[config.mk]
export PLATFORM = sky130hd
export DESIGN_NAME = tfoc_top
export DESIGN_NICKNAME = d
export VERILOG_FILES = /design/src/rtl/tfoc_pkg.sv /design/src/rtl/tfoc_sf_counter.sv /design/src/rtl/tfoc_top.sv
export SDC_FILE = /design/constraint.sdc
export NUM_CORES = 1
export LEC_CHECK = 0
export ABC_AREA = 1
export BUFFER_PORTS_ARGS = -buffer_cell sky130_fd_sc_hd__clkbuf_2
export CAP_MARGIN = 20
export CORE_MARGIN = 2
export CORE_UTILIZATION = 45
export CTS_BUF_LIST = sky130_fd_sc_hd__clkbuf_2 sky130_fd_sc_hd__clkbuf_4 sky130_fd_sc_hd__clkbuf_8
export DETAILED_ROUTE_END_ITERATION = 16
export PLACE_DENSITY = 0.78
export RECOVER_POWER = 25
export SYNTH_ARGS = -nofsm -noshare
export SYNTH_HDL_FRONTEND = slang
export SYNTH_HIERARCHICAL = 1
export SYNTH_SLANG_ARGS = --single-unit
[constraint.sdc]
create_clock -name mclk_i -period 11.4 [get_ports mclk_i]
set_input_delay 2.28 -clock mclk_i [delete_from_list [all_inputs] [get_ports mclk_i]]
set_output_delay 2.28 -clock mclk_i [all_outputs]
set_load 0.02 [all_outputs]
[src/rtl/tfoc_pkg.sv]
package tfoc_pkg;

  // ---------------------------------------------------------------
  // register map
  // ---------------------------------------------------------------
  localparam logic [7:0] ADDR_FRAMING_SELECT = 8'h00;
  localparam logic [7:0] ADDR_RX_SIG_ARRAY   = 8'h04;
  localparam logic [7:0] ADDR_STATUS         = 8'h08;

  localparam logic [7:0] FRAMING_SELECT_RST  = 8'h00;

  // ---------------------------------------------------------------
  // framing_select field positions
  // ---------------------------------------------------------------
  localparam int BIT_SF_SIG_UPDATE = 7;
  localparam int BIT_FORCE_CRC     = 6;
  localparam int BIT_JAPAN_VARIANT = 5;
  localparam int BIT_SINGLE_CAND   = 4;
  localparam int FMT_MSB           = 2;

  // ---------------------------------------------------------------
  // framing formats
  // ---------------------------------------------------------------
  typedef enum logic [1:0] {
    TFOC_FMT_ESF = 2'h0,
    TFOC_FMT_SF  = 2'h1,
    TFOC_FMT_N   = 2'h3,
    TFOC_FMT_SLC = 2'h2
  } tfoc_fmt_t;

  localparam logic [2:0] FMT_CODE_SF  = 3'h5;
  localparam logic [2:0] FMT_CODE_N   = 3'h6;
  localparam logic [2:0] FMT_CODE_SLC = 3'h4;

  // ---------------------------------------------------------------
  // superframe lengths in frames
  // ---------------------------------------------------------------
  localparam logic [4:0] SF_FRAMES  = 5'h0C;
  localparam logic [4:0] ESF_FRAMES = 5'h18;

  // ---------------------------------------------------------------
  // crc and yellow alarm patterns
  // ---------------------------------------------------------------
  localparam logic [5:0]  CRC_ERR_MASK    = 6'h01;
  localparam logic [15:0] YEL_ESF_T1_WORD = 16'hFF00;
  localparam logic [15:0] YEL_ESF_J1_WORD = 16'hFFFF;
  localparam logic [15:0] YEL_IDLE_WORD   = 16'h0000;

endpackage : tfoc_pkg

[src/rtl/tfoc_sf_counter.sv]
`timescale 1ns/10ps

module tfoc_sf_counter (
  // clock and reset
  input  wire logic mclk_i,
  input  wire logic reset_n_i,
  // frame timing
  input  wire logic frame_i,
  input  wire logic esf_i,
  // superframe boundary
  output logic      sf_boundary_o
);

  logic [4:0] cnt_q;
  logic [4:0] len;

  assign len = esf_i ? tfoc_pkg::ESF_FRAMES : tfoc_pkg::SF_FRAMES;

  // ---------------------------------------------------------------
  // frame counter, wraps on the active superframe length
  // ---------------------------------------------------------------
  always_ff @(posedge mclk_i) begin
    if (!reset_n_i) begin
      cnt_q <= 5'h00;
    end else if (frame_i) begin
      if (cnt_q >= len - 5'h01) begin
        cnt_q <= 5'h00;
      end else begin
        cnt_q <= cnt_q + 5'h01;
      end
    end
  end

  always_ff @(posedge mclk_i) begin
    if (!reset_n_i) begin
      sf_boundary_o <= 1'b0;
    end else begin
      sf_boundary_o <= frame_i && (cnt_q >= len - 5'h01);
    end
  end
endmodule : tfoc_sf_counter

[src/rtl/tfoc_top.sv]
`timescale 1ns/10ps

module tfoc_top #(
  parameter int SIG_W  = 4,
  parameter int CAND_N = 8
) (
  // clock and reset
  input  wire logic                 mclk_i,
  input  wire logic                 reset_n_i,
  // register port
  input  wire logic [7:0]           addr_i,
  input  wire logic [7:0]           wdata_i,
  input  wire logic                 wr_i,
  input  wire logic                 rd_i,
  output logic      [7:0]           rdata_o,
  // frame timing
  input  wire logic                 rx_frame_i,
  input  wire logic                 tx_frame_i,
  // receive signaling
  input  wire logic [SIG_W-1:0]     rx_sig_i,
  input  wire logic                 rx_sig_valid_i,
  output logic      [SIG_W-1:0]     rx_signaling_out_o,
  // transmit signaling
  input  wire logic [SIG_W-1:0]     tx_sig_i,
  input  wire logic                 tx_sig_valid_i,
  output logic      [SIG_W-1:0]     tx_sig_o,
  // crc
  input  wire logic [5:0]           tx_crc_i,
  input  wire logic                 tx_crc_valid_i,
  output logic      [5:0]           tx_crc_o,
  input  wire logic                 crc_bit_i,
  input  wire logic                 extended_frame_alignment_bit_i,
  output logic                      crc_feed_o,
  // yellow alarm
  input  wire logic                 tx_yellow_req_i,
  output logic      [15:0]          yel_dl_word_o,
  output logic                      yel_sf_bit2_zero_o,
  output logic                      yel_sf_fs_one_o,
  input  wire logic [15:0]          rx_dl_word_i,
  input  wire logic                 rx_sf_bit2_zero_i,
  input  wire logic                 rx_sf_fs_one_i,
  output logic                      rx_yellow_o,
  // sync candidates
  input  wire logic [CAND_N-1:0]    cand_mask_i,
  input  wire logic                 window_end_i,
  output logic                      sync_ok_o,
  output logic [$clog2(CAND_N)-1:0] sync_pos_o,
  // format
  output logic      [1:0]           fmt_o,
  output logic                      japan_variant_select_o
);

  localparam int POS_W = $clog2(CAND_N);

  logic [7:0]       framing_select_q;
  logic [SIG_W-1:0] rx_pend_q;
  logic [SIG_W-1:0] tx_pend_q;
  logic             sf_upd;
  logic             force_crc;
  logic             j1;
  logic             single_cand;
  logic             esf;
  logic             sf_like;
  tfoc_pkg::tfoc_fmt_t fmt;
  logic             rx_bnd;
  logic             tx_bnd;
  logic [POS_W:0]   cand_cnt;
  logic [POS_W-1:0] cand_pos;
  logic             rx_yel;

  assign sf_upd      = framing_select_q[tfoc_pkg::BIT_SF_SIG_UPDATE];
  assign force_crc   = framing_select_q[tfoc_pkg::BIT_FORCE_CRC];
  assign j1          = framing_select_q[tfoc_pkg::BIT_JAPAN_VARIANT];
  assign single_cand = framing_select_q[tfoc_pkg::BIT_SINGLE_CAND];

  // ---------------------------------------------------------------
  // format decode; code 111 is unlisted and treated as sf
  // ---------------------------------------------------------------
  always_comb begin
    if (!framing_select_q[tfoc_pkg::FMT_MSB]) begin
      fmt = tfoc_pkg::TFOC_FMT_ESF;
    end else if (framing_select_q[2:0] == tfoc_pkg::FMT_CODE_N) begin
      fmt = tfoc_pkg::TFOC_FMT_N;
    end else if (framing_select_q[2:0] == tfoc_pkg::FMT_CODE_SLC) begin
      fmt = tfoc_pkg::TFOC_FMT_SLC;
    end else begin
      fmt = tfoc_pkg::TFOC_FMT_SF;
    end
  end

  assign esf     = (fmt == tfoc_pkg::TFOC_FMT_ESF);
  assign sf_like = !esf;

  // ---------------------------------------------------------------
  // register port
  // ---------------------------------------------------------------
  always_ff @(posedge mclk_i) begin
    if (!reset_n_i) begin
      framing_select_q <= tfoc_pkg::FRAMING_SELECT_RST;
    end else if (wr_i && addr_i == tfoc_pkg::ADDR_FRAMING_SELECT) begin
      framing_select_q <= wdata_i;
    end
  end

  always_ff @(posedge mclk_i) begin
    if (!reset_n_i) begin
      rdata_o <= 8'h00;
    end else if (rd_i) begin
      unique case (addr_i)
        tfoc_pkg::ADDR_FRAMING_SELECT: rdata_o <= framing_select_q;
        tfoc_pkg::ADDR_RX_SIG_ARRAY:   rdata_o <= 8'(rx_signaling_out_o);
        tfoc_pkg::ADDR_STATUS:         rdata_o <= {5'h00, rx_yellow_o, sync_ok_o, j1};
        default:                       rdata_o <= 8'h00;
      endcase
    end else begin
      rdata_o <= 8'h00;
    end
  end

  // ---------------------------------------------------------------
  // superframe boundaries
  // ---------------------------------------------------------------
  tfoc_sf_counter u_rx_sf (
    .mclk_i        (mclk_i),
    .reset_n_i     (reset_n_i),
    .frame_i       (rx_frame_i),
    .esf_i         (esf),
    .sf_boundary_o (rx_bnd)
  );

  tfoc_sf_counter u_tx_sf (
    .mclk_i        (mclk_i),
    .reset_n_i     (reset_n_i),
    .frame_i       (tx_frame_i),
    .esf_i         (esf),
    .sf_boundary_o (tx_bnd)
  );

  // ---------------------------------------------------------------
  // receive signaling; new data on a boundary cycle goes straight out
  // ---------------------------------------------------------------
  always_ff @(posedge mclk_i) begin
    if (!reset_n_i) begin
      rx_pend_q <= '0;
    end else if (rx_sig_valid_i) begin
      rx_pend_q <= rx_sig_i;
    end
  end

  always_ff @(posedge mclk_i) begin
    if (!reset_n_i) begin
      rx_signaling_out_o <= '0;
    end else if (!sf_upd) begin
      if (rx_sig_valid_i) begin
        rx_signaling_out_o <= rx_sig_i;
      end
    end else if (rx_bnd) begin
      rx_signaling_out_o <= rx_sig_valid_i ? rx_sig_i : rx_pend_q;
    end
  end

  // ---------------------------------------------------------------
  // transmit signaling
  // ---------------------------------------------------------------
  always_ff @(posedge mclk_i) begin
    if (!reset_n_i) begin
      tx_pend_q <= '0;
    end else if (tx_sig_valid_i) begin
      tx_pend_q <= tx_sig_i;
    end
  end

  always_ff @(posedge mclk_i) begin
    if (!reset_n_i) begin
      tx_sig_o <= '0;
    end else if (!sf_upd) begin
      if (tx_sig_valid_i) begin
        tx_sig_o <= tx_sig_i;
      end
    end else if (tx_bnd) begin
      tx_sig_o <= tx_sig_valid_i ? tx_sig_i : tx_pend_q;
    end
  end

  // ---------------------------------------------------------------
  // crc insertion and crc6 input bit
  // ---------------------------------------------------------------
  always_ff @(posedge mclk_i) begin
    if (!reset_n_i) begin
      tx_crc_o <= 6'h00;
    end else if (tx_crc_valid_i) begin
      tx_crc_o <= force_crc ? (tx_crc_i ^ tfoc_pkg::CRC_ERR_MASK) : tx_crc_i;
    end
  end

  always_ff @(posedge mclk_i) begin
    if (!reset_n_i) begin
      crc_feed_o <= 1'b0;
    end else begin
      crc_feed_o <= (extended_frame_alignment_bit_i && !j1) ? 1'b1 : crc_bit_i;
    end
  end

  // ---------------------------------------------------------------
  // yellow alarm
  // ---------------------------------------------------------------
  always_ff @(posedge mclk_i) begin
    if (!reset_n_i) begin
      yel_dl_word_o      <= tfoc_pkg::YEL_IDLE_WORD;
      yel_sf_bit2_zero_o <= 1'b0;
      yel_sf_fs_one_o    <= 1'b0;
    end else begin
      yel_dl_word_o      <= (tx_yellow_req_i && esf)
                            ? (j1 ? tfoc_pkg::YEL_ESF_J1_WORD : tfoc_pkg::YEL_ESF_T1_WORD)
                            : tfoc_pkg::YEL_IDLE_WORD;
      yel_sf_bit2_zero_o <= tx_yellow_req_i && sf_like && !j1;
      yel_sf_fs_one_o    <= tx_yellow_req_i && sf_like && j1;
    end
  end

  always_comb begin
    if (esf) begin
      rx_yel = rx_dl_word_i == (j1 ? tfoc_pkg::YEL_ESF_J1_WORD : tfoc_pkg::YEL_ESF_T1_WORD);
    end else begin
      rx_yel = j1 ? rx_sf_fs_one_i : rx_sf_bit2_zero_i;
    end
  end

  always_ff @(posedge mclk_i) begin
    if (!reset_n_i) begin
      rx_yellow_o <= 1'b0;
    end else begin
      rx_yellow_o <= rx_yel;
    end
  end

  // ---------------------------------------------------------------
  // sync candidate selection; lowest winner is taken
  // ---------------------------------------------------------------
  always_comb begin
    cand_cnt = '0;
    cand_pos = '0;
    for (int i = CAND_N - 1; i >= 0; i--) begin
      if (cand_mask_i[i]) begin
        cand_cnt = cand_cnt + (POS_W+1)'(1);
        cand_pos = POS_W'(i);
      end
    end
  end

  always_ff @(posedge mclk_i) begin
    if (!reset_n_i) begin
      sync_ok_o  <= 1'b0;
      sync_pos_o <= '0;
    end else if (window_end_i) begin
      sync_ok_o  <= single_cand ? (cand_cnt == (POS_W+1)'(1))
                                : (cand_cnt != '0);
      sync_pos_o <= cand_pos;
    end
  end

  // ---------------------------------------------------------------
  // format outputs
  // ---------------------------------------------------------------
  always_ff @(posedge mclk_i) begin
    if (!reset_n_i) begin
      fmt_o                  <= tfoc_pkg::TFOC_FMT_ESF;
      japan_variant_select_o <= 1'b0;
    end else begin
      fmt_o                  <= fmt;
      japan_variant_select_o <= j1;
    end
  end
endmodule : tfoc_top

==> impl_results.md <==
- Final setup viols: 0
- Yosys warning total: 6
- Power Dens Cells: roughly 140 nW/µm²
- Max_slew headroom: 0.1518
- Mapped Nets: 547
- Ant. Diodes: 0
- Max Cap Viol: 0
- Hold_sp: framing_select_q[0]$_SDFFE_PN0P_
- Num Clock Sinks: 63
- CTS Root Buffer Type: clkbuf_8
- Worst hold path type: reg2reg
- Pin count of the biggest net entering global routing: 31
- Nets: around 650
- Post-Route WL: a little over 8000 µm
- Dpl ws: ~5500 ps
- RSZ-0062 raised after global routing: false
- Final hold vios: 0
- Core Region: 7176 µm²
- Vias in the first global route: approximately 3.1k
- Top post-synthesis cells by area: dfxtp_1 (38%), nand2_1 (12%), nor2_1 (7.4%)
- Fmax: 180.3 MHz
- Area growth syn-to-layout: 24.51%
- Max Fanout on Critical Path: 4
- Endpoint class of the critical path: flop
- Post-CTS Setup Bufs: 0
- Num CTS Buffers: 9
- Hold depth: 1
- # H-tree levels: 3
- Arrival time worst endpoint: 5800 ps
- # port buffers: 117
- Vias: 3350
- FF-to-FF path depth: 10
- Met2 WL: approximately 4000 µm
- Gr usage total: 0.2137
- Most common cell after layout, fill and taps aside: clkbuf_2
- Worst hold slack: 450.0 ps
- Status: complete, no violations
- Distinct cell type count after synthesis: 34
- Number of fillers in the final layout: 675
- Die height: 89.48 µm
- Antenna violations before repair: 0
- Vias per inst: 4.985
- Synth Instances: 462
- Post-DP HPWL: 6481 µm
- Yosys top cell by area: dfxtp_1
- Peak VDD IR: 0.06835 mV
- DP Area: 3859 µm²
- Crit Path Category: in2reg
- Leak: 2.135 nW
- CTS tree: done
- Critical path origin: cand_mask_i[6]
- # resized after CTS: 0
- Area of the multi-input gates: approximately 1700 µm²
- WP data required: approximately 12000 ps
- Register bit count reported by yosys: 63
- Clk_lat worst skew: about 340 ps
- Top cell type's share of synthesized area: 0.3836
- Met3 WL: between 500 and 600 µm
- Io pins: around 120
- Clk buf depth: 2
- Die ar.: 8007 µm²
- Layout Utilization: 0.5705
- GR Overflow Total: 0
- First-pass detailed-route iteration total: 4
- Global placer's final weighted congestion: 0.8387
- Worst setup SP type: input port
- Drt wl/cell: 12.27 µm
- Skew final: just under 10 ps
- WL met1: 3558 µm
- Worst reg2reg startpoint: framing_select_q[2]$_SDFFE_PN0P_
- Final ANT Viol Nets: 0
- First-pass GRT wire length: between 10000 and 15000 µm
- Initial core utilization: 0.4582
- Clk slew on worst S/H paths: about 70 ps
- Die width: 89.48 µm
- Worst slew pin tran: 1272 ps
- Final Cell Area: just over 4000 µm²
- FF/Latch Area: 1261 µm²
- Final worst slack: 5855 ps
- Fin. max-slew vios: 0
- Avg Cell Area, Syn: 7.117 µm²
- Residual DRC: 0
- DR top layer: met4
- Crit share post-route: 0.4864
- Share of cells above drive strength 1: 0.2548
- Post-cts hold buffer count: 0
- Most frequent cells in the layout: clkbuf_2 (112), nand2_1 (103), nor2_1 (65), dfxtp_1 (63), inv_1 (56)
- Final setup TNS: 0 ps
- Initial DRC count: roughly 120
- Min cycle time layout: ~5500 ps
- Syn Std Cell Area: 3288 µm²
- Rows: 31
- Register area share after synthesis: 0.3836
[state kept, by name, indices dropped and copies added, names as in the netlist, 2 cells and up]
register and flops:
u_rx_sf/cnt_q 5, rdata_o 8, u_tx_sf/cnt_q 5, yel_dl_word_o 2
tx_sig_o 4, rx_pend_q 4, tx_crc_o 6, rx_signaling_out_o 4
framing_select_q 8, sync_pos_o 3, tx_pend_q 4, fmt_o 2
[cells in the mapped netlist]
master and count:
o211ai_1 2, buf_1 2, nor2_1 65, inv_1 56
nor3_1 6, nand2_2 9, buf_2 3, nand3_2 4
clkinv_1 2, dfxtp_1 63, or2_2 1, a31oi_1 1
a22o_1 6, buf_4 14, clkbuf_1 3, nand2_1 103
o21ai_0 22, a21oi_2 2, xnor2_1 2, a21o_1 1
a21boi_0 2, nor4_1 6, nand2_4 1, xor2_1 7
mux2i_1 2, nand4_1 10, nand3_1 19, o22ai_1 8
ha_1 16, inv_2 1, or2_1 1, a221oi_1 1
a21oi_1 20, o311ai_0 1
[power breakdown]
group	switching, W	total [W]	internal (W)
logic	0.0000567	0.0000929	0.0000362
clock network	0.0000885	0.000230	0.000141
registers	0.00000535	0.000233	0.000228
total	0.000151	0.000556	0.000405
[worst paths after layout]
kind                                   endpoint  slack [ps]
hold reg to reg             fmt_o[1]$_SDFF_PN0_         450
setup / recovery         sync_ok_o$_SDFFE_PN0P_        5860
hold / removal              fmt_o[1]$_SDFF_PN0_         450
setup reg to reg  u_tx_sf/cnt_q[3]$_SDFFE_PN0P_        9660
[metrics by stage]
stage	total power, W	instances
3_5_place_dp	0.0003309	656
6_report	0.0005559	672
5_1_grt	0.0005844	672
4_1_cts	0.0005612	672
3_3_place_gp	0.0003266	656
2_1_floorplan	0.0003001	462
[cells by family after synthesis]
logic type               share of synthesized area
AO/OA/AOI/OAI                               0.1191
multiplexers                              0.006089
adder cells (fa/ha/maj)                    0.06088
buffers and inverters                       0.1096
XOR/XNOR                                   0.02397
flip-flops                                  0.3836
AND/OR/NAND/NOR                             0.2968
[metal layers]
layer / vias to the layer above / GRT usage
met5: - / 0
met4: 0 / 0.09498
met3: 13 / 0.05171
met2: 123 / 0.3785
met1: 1513 / 0.2428
li1: 1701 / -
[critical path, stage by stage]
cell and delay [ps]:
clkbuf_2 90, inv_1 50, ha_1 330, inv_1 70
nand2_1 90, nand2_1 70, ha_1 270, nand2_1 90
nand2_1 70, ha_1 270, or2_1 240, nand2_1 100
inv_1 60, ha_1 280, nand2_1 70, nand2_1 80
ha_1 280, nand2_1 70, nand2_1 80, ha_1 290
nand2_1 70, nand2_1 70, a21oi_2 120, nand3_1 80
nand2_1 70, nand3_2 70, a21oi_2 110
[layout make-up]
type | instances | share of cell area
Multi-Input combinational cell | 318 | 0.4071
Sequential cell | 63 | 0.3081
Timing Repair Buffer | 117 | 0.1415
Inverter | 59 | 0.05410
Clock buffer | 12 | 0.04034
Tap cell | 99 | 0.03026
Clock inverter | 4 | 0.01864
Note: power is estimated with default switching activity, not from simulation.
